`src/hw/adc_ctrl_defines.vh`:
```
// constants shared by the converter control block and its result buffer
`ifndef ADC_CTRL_DEFINES_VH
`define ADC_CTRL_DEFINES_VH

// =====================================================================
// result format
`define RES_BITS 16
`define RES_MSB_WEIGHT 16'h8000
`define RES_RESET_VALUE 16'h0000

// =====================================================================
// acquisition timing, in conversion clock falling edges
// edges that must have passed since the end of a conversion for an
// immediate start; the start edge itself is then the fourth
`define ACQ_PASSED_EDGES 2'h3
`define ACQ_CNT_BITS 2

// =====================================================================
// result buffer
`define RESULT_FIFO_DEPTH 16
`define RESULT_FIFO_AW 4

// =====================================================================
// synchroniser input positions
`define SYN_CONVERT_START_N_CLK 0
`define SYN_SCLK 1
`define SYN_CS_N 2
`define SYN_START_N 3
`define SYN_CMP 4
`define SYN_COUNT 5

// =====================================================================
// conversion states
`define ST_IDLE 1'b0
`define ST_CONVERT_START_N 1'b1

`endif

```
`src/hw/result_fifo.v`:
```
// first-in first-out buffer for finished conversion results
`include "adc_ctrl_defines.vh"

module result_fifo #(
    parameter WIDTH = `RES_BITS,
    parameter DEPTH = `RESULT_FIFO_DEPTH,
    parameter AW = `RESULT_FIFO_AW
) (
    // clock and reset
    input wire mclk_i,
    input wire rst_i,
    // filling side
    input wire in_valid_i,
    output wire in_ready_o,
    input wire [WIDTH-1:0] in_data_i,
    // draining side
    output wire out_valid_o,
    input wire out_ready_i,
    output wire [WIDTH-1:0] out_data_o
);

    reg [WIDTH-1:0] mem_ff [0:DEPTH-1];
    reg [AW-1:0] wr_ptr_ff;
    reg [AW-1:0] rd_ptr_ff;
    reg [AW:0] count_ff;
    wire push;
    wire pop;

    // full and empty come straight from the occupancy count
    assign in_ready_o = (count_ff != DEPTH[AW:0]);
    assign out_valid_o = (count_ff != {(AW+1){1'b0}});
    assign out_data_o = mem_ff[rd_ptr_ff];
    assign push = in_valid_i & in_ready_o;
    assign pop = out_valid_o & out_ready_i;

    // storage has no reset; only the pointers and the count carry control state
    always @(posedge mclk_i) begin
        if (push) begin
            mem_ff[wr_ptr_ff] <= in_data_i;
        end
    end

    // pointers wrap at depth, which need not be a power of two
    always @(posedge mclk_i) begin
        if (rst_i) begin
            wr_ptr_ff <= {AW{1'b0}};
            rd_ptr_ff <= {AW{1'b0}};
            count_ff <= {(AW+1){1'b0}};
        end else begin
            if (push) begin
                wr_ptr_ff <= (wr_ptr_ff == DEPTH[AW-1:0] - 1'b1) ? {AW{1'b0}}
                             : wr_ptr_ff + 1'b1;
            end
            if (pop) begin
                rd_ptr_ff <= (rd_ptr_ff == DEPTH[AW-1:0] - 1'b1) ? {AW{1'b0}}
                             : rd_ptr_ff + 1'b1;
            end
            if (push & ~pop) begin
                count_ff <= count_ff + 1'b1;
            end else if (pop & ~push) begin
                count_ff <= count_ff - 1'b1;
            end
        end
    end

endmodule

```
`src/hw/adc_result_readout_and_start.v`:
```
// converter control: acquisition-timed start, bit search and serial readout
//
// What this block does
// - with chip select high between conversions the msb is on the data output, once cs falls, before any sclk.
// - each sclk pulse moves the output to the next lower bit; the 15th shows the lsb.
// - after the lsb every further sclk pulse puts a zero on the output.
// - the output bit changes only on a falling sclk edge.
// - at least four conversion clock periods of acquisition separate two conversions.
// - after more than three cycles idle, conversion starts on the next falling clock edge.
// - a start request made earlier waits for the fourth falling edge after the last end.
// - conversions start one by one from the start input or run back to back via done.
// - the data output is driven only while chip select is low, otherwise high impedance.
// - start requests during a conversion are ignored.
`include "adc_ctrl_defines.vh"

module adc_result_readout_and_start #(
    parameter RES_W = `RES_BITS,
    parameter FIFO_DEPTH = `RESULT_FIFO_DEPTH,
    parameter FIFO_AW = `RESULT_FIFO_AW
) (
    // system clock and reset
    input wire mclk_i,
    input wire rst_i,
    // conversion clock and start, from the host
    input wire convert_start_n_clk_i,
    input wire convert_start_n_i,
    output wire convert_start_n_done_n_o,
    // serial readout pins
    input wire sclk_i,
    input wire cs_n_i,
    output wire dout_o,
    output wire dout_oe_o,
    // analog front end: trial code out, comparator decision back
    output wire [RES_W-1:0] dac_code_o,
    input wire cmp_high_i,
    output wire track_o
);

    // =================================================================
    // pin synchronisers
    // every pin comes from outside mclk; two flops each, and a third
    // flop per pin only for edge detection off the second stage
    reg [`SYN_COUNT-1:0] syn1_ff;
    reg [`SYN_COUNT-1:0] syn2_ff;
    reg [`SYN_COUNT-1:0] syn3_ff;
    wire [`SYN_COUNT-1:0] pin_raw;

    assign pin_raw = {cmp_high_i, convert_start_n_i, cs_n_i, sclk_i, convert_start_n_clk_i};

    genvar gi;
    generate
        for (gi = 0; gi < `SYN_COUNT; gi = gi + 1) begin : g_sync
            // idle levels after reset: clocks low, strobes inactive high
            always @(posedge mclk_i) begin
                if (rst_i) begin
                    syn1_ff[gi] <= (gi == `SYN_CS_N || gi == `SYN_START_N);
                    syn2_ff[gi] <= (gi == `SYN_CS_N || gi == `SYN_START_N);
                    syn3_ff[gi] <= (gi == `SYN_CS_N || gi == `SYN_START_N);
                end else begin
                    syn1_ff[gi] <= pin_raw[gi];
                    syn2_ff[gi] <= syn1_ff[gi];
                    syn3_ff[gi] <= syn2_ff[gi];
                end
            end
        end
    endgenerate

    wire convert_start_n_fall;
    wire sclk_fall;
    wire cs_low;
    wire start_low;
    wire cmp_high;

    assign convert_start_n_fall = syn3_ff[`SYN_CONVERT_START_N_CLK] & ~syn2_ff[`SYN_CONVERT_START_N_CLK];
    assign sclk_fall = syn3_ff[`SYN_SCLK] & ~syn2_ff[`SYN_SCLK];
    assign cs_low = ~syn2_ff[`SYN_CS_N];
    assign start_low = ~syn2_ff[`SYN_START_N];
    assign cmp_high = syn2_ff[`SYN_CMP];

    // =================================================================
    // result buffer between the bit search and the readout register
    wire fifo_in_ready;
    wire fifo_out_valid;
    wire fifo_out_ready;
    wire [RES_W-1:0] fifo_out_data;
    reg push_ff;
    reg [RES_W-1:0] result_ff;

    result_fifo #(
        .WIDTH(RES_W),
        .DEPTH(FIFO_DEPTH),
        .AW(FIFO_AW)
    ) u_fifo (
        .mclk_i(mclk_i),
        .rst_i(rst_i),
        .in_valid_i(push_ff),
        .in_ready_o(fifo_in_ready),
        .in_data_i(result_ff),
        .out_valid_o(fifo_out_valid),
        .out_ready_i(fifo_out_ready),
        .out_data_o(fifo_out_data)
    );

    // =================================================================
    // start request and acquisition counting
    reg state_ff;
    reg pending_ff;
    reg [`ACQ_CNT_BITS-1:0] acq_cnt_ff;
    reg acq_done_ff;
    wire acq_ok;
    wire begin_convert_start_n;

    // enough edges since the last end: either counted out or never converted
    assign acq_ok = acq_done_ff | (acq_cnt_ff == `ACQ_PASSED_EDGES);

    // a full buffer stalls the start so no result is ever dropped
    assign begin_convert_start_n = (state_ff == `ST_IDLE) & convert_start_n_fall & acq_ok
                        & (pending_ff | start_low) & fifo_in_ready;

    // a low start level is remembered while idle; in conversion it is dropped
    always @(posedge mclk_i) begin
        if (rst_i) begin
            pending_ff <= 1'b0;
        end else if (state_ff == `ST_CONVERT_START_N) begin
            pending_ff <= 1'b0;
        end else if (begin_convert_start_n) begin
            pending_ff <= 1'b0;
        end else if (start_low) begin
            pending_ff <= 1'b1;
        end
    end

    // falling conversion clock edges counted from the end of a conversion,
    // saturating once three have passed so the next one may start at once
    always @(posedge mclk_i) begin
        if (rst_i) begin
            acq_cnt_ff <= {`ACQ_CNT_BITS{1'b0}};
            acq_done_ff <= 1'b1;
        end else if (push_ff) begin
            acq_cnt_ff <= {`ACQ_CNT_BITS{1'b0}};
            acq_done_ff <= 1'b0;
        end else if ((state_ff == `ST_IDLE) & convert_start_n_fall & ~acq_ok) begin
            acq_cnt_ff <= acq_cnt_ff + 1'b1;
        end else if ((state_ff == `ST_IDLE) & acq_ok) begin
            acq_done_ff <= 1'b1;
        end
    end

    // =================================================================
    // successive approximation over the conversion clock
    reg [RES_W-1:0] trial_ff;
    reg [RES_W-1:0] bit_ff;
    reg done_n_ff;
    reg first_ff;
    wire [RES_W-1:0] decided;

    // keep the trial bit when the input is at or above the trial level
    assign decided = cmp_high ? trial_ff : (trial_ff & ~bit_ff);

    // the start edge ends acquisition; the next edge raises done and the
    // sixteen edges after the start decide msb down to lsb
    always @(posedge mclk_i) begin
        if (rst_i) begin
            state_ff <= `ST_IDLE;
            trial_ff <= `RES_RESET_VALUE;
            bit_ff <= `RES_RESET_VALUE;
            done_n_ff <= 1'b0;
            first_ff <= 1'b0;
            push_ff <= 1'b0;
            result_ff <= `RES_RESET_VALUE;
        end else begin
            push_ff <= 1'b0;
            case (state_ff)
                `ST_IDLE: begin
                    if (begin_convert_start_n) begin
                        state_ff <= `ST_CONVERT_START_N;
                        trial_ff <= `RES_MSB_WEIGHT;
                        bit_ff <= `RES_MSB_WEIGHT;
                        first_ff <= 1'b1;
                    end
                end
                `ST_CONVERT_START_N: begin
                    if (convert_start_n_fall) begin
                        if (first_ff) begin
                            done_n_ff <= 1'b1;
                            first_ff <= 1'b0;
                        end
                        if (bit_ff == {{(RES_W-1){1'b0}}, 1'b1}) begin
                            // lsb decided: hand the word on and open acquisition
                            result_ff <= decided;
                            push_ff <= 1'b1;
                            done_n_ff <= 1'b0;
                            state_ff <= `ST_IDLE;
                            trial_ff <= decided;
                        end else begin
                            trial_ff <= decided | (bit_ff >> 1);
                            bit_ff <= bit_ff >> 1;
                        end
                    end
                end
                default: begin
                    state_ff <= `ST_IDLE;
                end
            endcase
        end
    end

    assign convert_start_n_done_n_o = done_n_ff;
    assign dac_code_o = trial_ff;
    assign track_o = (state_ff == `ST_IDLE);

    // =================================================================
    // serial readout
    reg [RES_W-1:0] hold_ff;
    reg [RES_W-1:0] shift_ff;
    reg oe_ff;

    // the buffer is drained only while chip select is high, so a read in
    // progress never sees its word replaced; holding cs low lets it fill
    assign fifo_out_ready = ~cs_low;

    // hold keeps the last finished word so a repeated read starts again
    // at the msb; the shift copy is reloaded whenever cs is high
    always @(posedge mclk_i) begin
        if (rst_i) begin
            hold_ff <= `RES_RESET_VALUE;
            shift_ff <= `RES_RESET_VALUE;
        end else if (~cs_low) begin
            if (fifo_out_valid) begin
                hold_ff <= fifo_out_data;
                shift_ff <= fifo_out_data;
            end else begin
                shift_ff <= hold_ff;
            end
        end else if (sclk_fall) begin
            shift_ff <= {shift_ff[RES_W-2:0], 1'b0};
        end
    end

    // the enable follows synchronised chip select
    always @(posedge mclk_i) begin
        if (rst_i) begin
            oe_ff <= 1'b0;
        end else begin
            oe_ff <= cs_low;
        end
    end

    assign dout_o = oe_ff & shift_ff[RES_W-1];
    assign dout_oe_o = oe_ff;

endmodule

```
`config.mk`:
```
export PLATFORM = sky130hd
export DESIGN_NAME = adc_result_readout_and_start
export DESIGN_NICKNAME = d
export VERILOG_FILES = /design/src/hw/result_fifo.v /design/src/hw/adc_result_readout_and_start.v
export VERILOG_INCLUDE_DIRS = /design/src /design/src/hw
export SDC_FILE = /design/constraint.sdc
export NUM_CORES = 1
export LEC_CHECK = 0
export CORE_MARGIN = 4
export CORE_UTILIZATION = 35
export DETAILED_ROUTE_END_ITERATION = 7
export DONT_BUFFER_PORTS = 1
export GPL_TIMING_DRIVEN = 0
export PLACE_DENSITY = 0.54
export SYNTH_ARGS = -nofsm -noshare
export SYNTH_HDL_FRONTEND = slang
export SYNTH_SLANG_ARGS = --single-unit
```
`constraint.sdc`:
```
create_clock -name mclk_i -period 3.6 [get_ports mclk_i]
set_input_delay 0.36 -clock mclk_i [delete_from_list [all_inputs] [get_ports mclk_i]]
set_output_delay 0.36 -clock mclk_i [all_outputs]
set_load 0.01 [all_outputs]
```
==> flow_summary_export.csv <==
group,metric,value,unit
placement,placed_area,15500,sq um
finish,final_nets,1052,
clock_tree,h-tree-depth,2,
synth,async_flop_share,0,
grt,grt_max_degree,18,
synth,synthDistinctLibCells,56,
synth,yosysWarnings,0,
grt,grt_util_met3,0.0362,
grt,grt-busiest-layer,"met2",
die,io_pins,27,
route,wl_per_cell,22.3,microns
finish,drive_above_1_share,0.185,
finish,layoutNonFillerInstCount,1598,
synth,synth_edf_count,256,
route,postRouteAntennaNets,0,
grt,grt.total_usage,0.159,
timing,hold_violations,0,
timing,period_minus_slack,3.05,ns
timing,worst_clock_skew,0.0207,ns
placement,io_buffers,0,
timing,setup_viol,0,
placement,hpwl,23.7,mm
clock_tree,cts_tree,"built",
synth,synthTopCellsByArea,"edfxtp_1 53%, dfxtp_1 16%, mux4_2 7.3%, mux2_2 2.3%, nor2_1 2.3%",
synth,synth_most_common_cell,"edfxtp_1",
die,rows,74,
synth,synth_nets,991,
timing,drv_slew,0,
timing,rsz0062_at_grt,"false",
synth,ys_seq_area_frac,0.689,
timing,tightest_slew,1.01,ns
route,route.vias.total,8533,
job,maxCapViolations,0,
status,outcome,"finished clean",
pwr,leakagePower,5.82,nW
setup_path,worstSetupEndpointType,"register",
die,start_util,0.356,
die,die_y,212,microns
synth,postSynthAreaPerCell,15.0,sq um
setup_path,reg2regPathDepth,12,
finish,final_area,16800,sq um
grt,grtUsageMet2,0.252,
setup_path,worstPathArrival,3.52,ns
min_path,hold_depth,1,
synth,synth_cells,973,
grt,antenna_found_initial,2,
clock_tree,post-cts-setup-buffers,0,
clock_tree,clkTransAtPathRegs,0.06,ns
route,drc,0,
die,core,41000,sq um
setup_path,path_class,"register to register",
grt,grt_first_pass_wirelength,54.3,mm
grt,grtUsageMet1,0.227,
timing,fin_crit_sh,0.848,
die,dieWidth,212,microns
route,first_pass_iters,5,
clock_tree,cts.sinks,374,
timing,fmax,0.327,GHz
pwr,ir_drop,0.476,mV
synth,synth_top_cell_by_area,"edfxtp_1",
finish,area_growth,15.1,%
route,wirelength,35.6,mm
grt,grt_pass1_vias,8663,
clock_tree,cts-root-buf,"clkbuf_16",
clock_tree,clock_latency,0.54,ns
route,drt-initial-drc-count,586,
synth,synth_area,14600,sq um
pwr,powerDensity,632,nW/um^2
setup_path,critPathMaxFanout,10,
grt,overflow,0,
clock_tree,cts.path.max_buffers,3,
synth,ys_top_cells_by_count,"256 x edfxtp_1, 118 x dfxtp_1, 90 x nor2_1",
timing,maxSlewHeadroom,0.324,
setup_path,start_kind,"register",
synth,synth_seq_cells,374,
synth,ys.flop_type,"edfxtp_1",
placement,dp.cells,1519,
die,dieArea,45000,sq um
route,vias_per_cell,5.34,
min_path,min_path_type,"register to register",
setup_path,required,4.06,ns
synth,yosysTopAreaCellShare,0.527,
finish,n_fill_cell,3753,
clock_tree,cts_buffers,40,
placement,place_congestion,0.785,
cell type report:
class	instances	area [sq um]	area share
Buffer	58	279	0.0166
Clock buffer	53	1080	0.0643
Sequential cell	374	10000	0.599
Clock inverter	20	151	0.00902
Antenna cell	1	2.50	0.000149
Multi-Input combinational cell	525	4250	0.253
Tap cell	532	666	0.0396
Timing Repair Buffer	19	258	0.0154
Inverter	16	60.1	0.00358
state kept, by name (all words and copies together) (netlist names), 5 cells and up, named ones only:
name / count
hold_ff: 16
u_fifo.mem_ff: 256
syn1_ff: 5
bit_ff: 16
shift_ff: 16
u_fifo.count_ff: 5
dac_code_o: 16
result_ff: 16
timing repair:
| action | in CTS | in global routing |
|---|---|---|
| setup endpoints to repair | 0 | 0 |
| endpoints found under the hold margin | 5 | 0 |
| hold buffers | 5 | 0 |
| gates resized for setup | 0 | 0 |
worst max-delay path: stages (launching register included):
cell	delay [ns]
dfxtp_1	0.32
buf_2	0.23
clkinv_1	0.26
a21oi_2	0.43
inv_1	0.18
ha_1	0.26
inv_1	0.15
ha_1	0.29
a21o_1	0.17
a21oi_1	0.18
xnor2_1	0.09
or3_1	0.30
a21oi_1	0.14
path summary, 6_finish.rpt:
check / to / slack [ns] / from
setup / recovery: u_fifo.count_ff[4] / 0.55 / fifo_out_ready
hold reg to reg: syn2_ff[3] / 0.41 / syn1_ff[3]
setup reg to reg: u_fifo.count_ff[4] / 0.55 / fifo_out_ready
hold / removal: syn2_ff[3] / 0.41 / syn1_ff[3]
logic make-up (layout without fill, tap and decap cells):
logic type	Yosys count	count (layout)	share of synthesized area
simple gates	192	192	0.0613
xor+xnor	7	7	0.00420
mux	99	99	0.111
flops	374	374	0.689
fa+ha+maj	11	11	0.00995
buf+inv	74	166	0.0232
compound gates	216	216	0.101
other cells	0	1	0
metrics by stage:
step	setup slack, ns	TNS [ns]	power, mW	hold WS (ns)	utilization
6_report	0.546	0	10.6	0.414	0.409
5_1_grt	0.310	0	11.1	0.442	0.409
4_1_cts	0.542	0	10.7	0.416	0.409
3_5_place_dp	0.552	0	6.83	0.397	0.378
3_3_place_gp	-0.333	-16.63	6.81	0.400	0.372
2_1_floorplan	1.00	0	6.32	0.389	-
layout by cell type, fill, tap and decap left out, types with 4 or more instances in the layout:
cell	count
nor2b_1	11
nand2b_1	14
edfxtp_1	256
clkinv_1	9
xor2_1	4
dlygate4sd3_1	5
or2_2	4
buf_8	9
o22a_1	16
o2bb2ai_1	6
buf_2	10
nor2_2	12
nor3_2	4
clkbuf_16	40
nor4_1	4
buf_4	7
inv_1	14
nand2_1	37
clkinv_2	7
clkbuf_1	47
a21oi_1	63
ha_1	10
o21ai_0	25
a22oi_1	8
nor3_1	4
a221oi_1	6
mux2i_1	22
o22ai_1	31
buf_6	7
a211o_1	16
a211oi_1	18
mux2_2	30
nand3_1	10
dfxtp_1	118
nor2_1	78
mux4_2	47
a32o_1	10
per-layer routing:
| layer | part of all wire | up-vias |
|---|---|---|
| met5 | 0 | - |
| met2 | 0.47 | 221 |
| met4 | 0.014 | 0 |
| li1 | - | 3906 |
| met3 | 0.059 | 41 |
| met1 | 0.46 | 4365 |
report_power, final:
part	switching, mW	internal (mW)	total (mW)
registers	0.161	4.74	4.91
clock network	1.67	2.20	3.87
logic	1.07	0.765	1.83
total	2.90	7.71	10.6
Note: power is estimated with default switching activity, not from simulation.
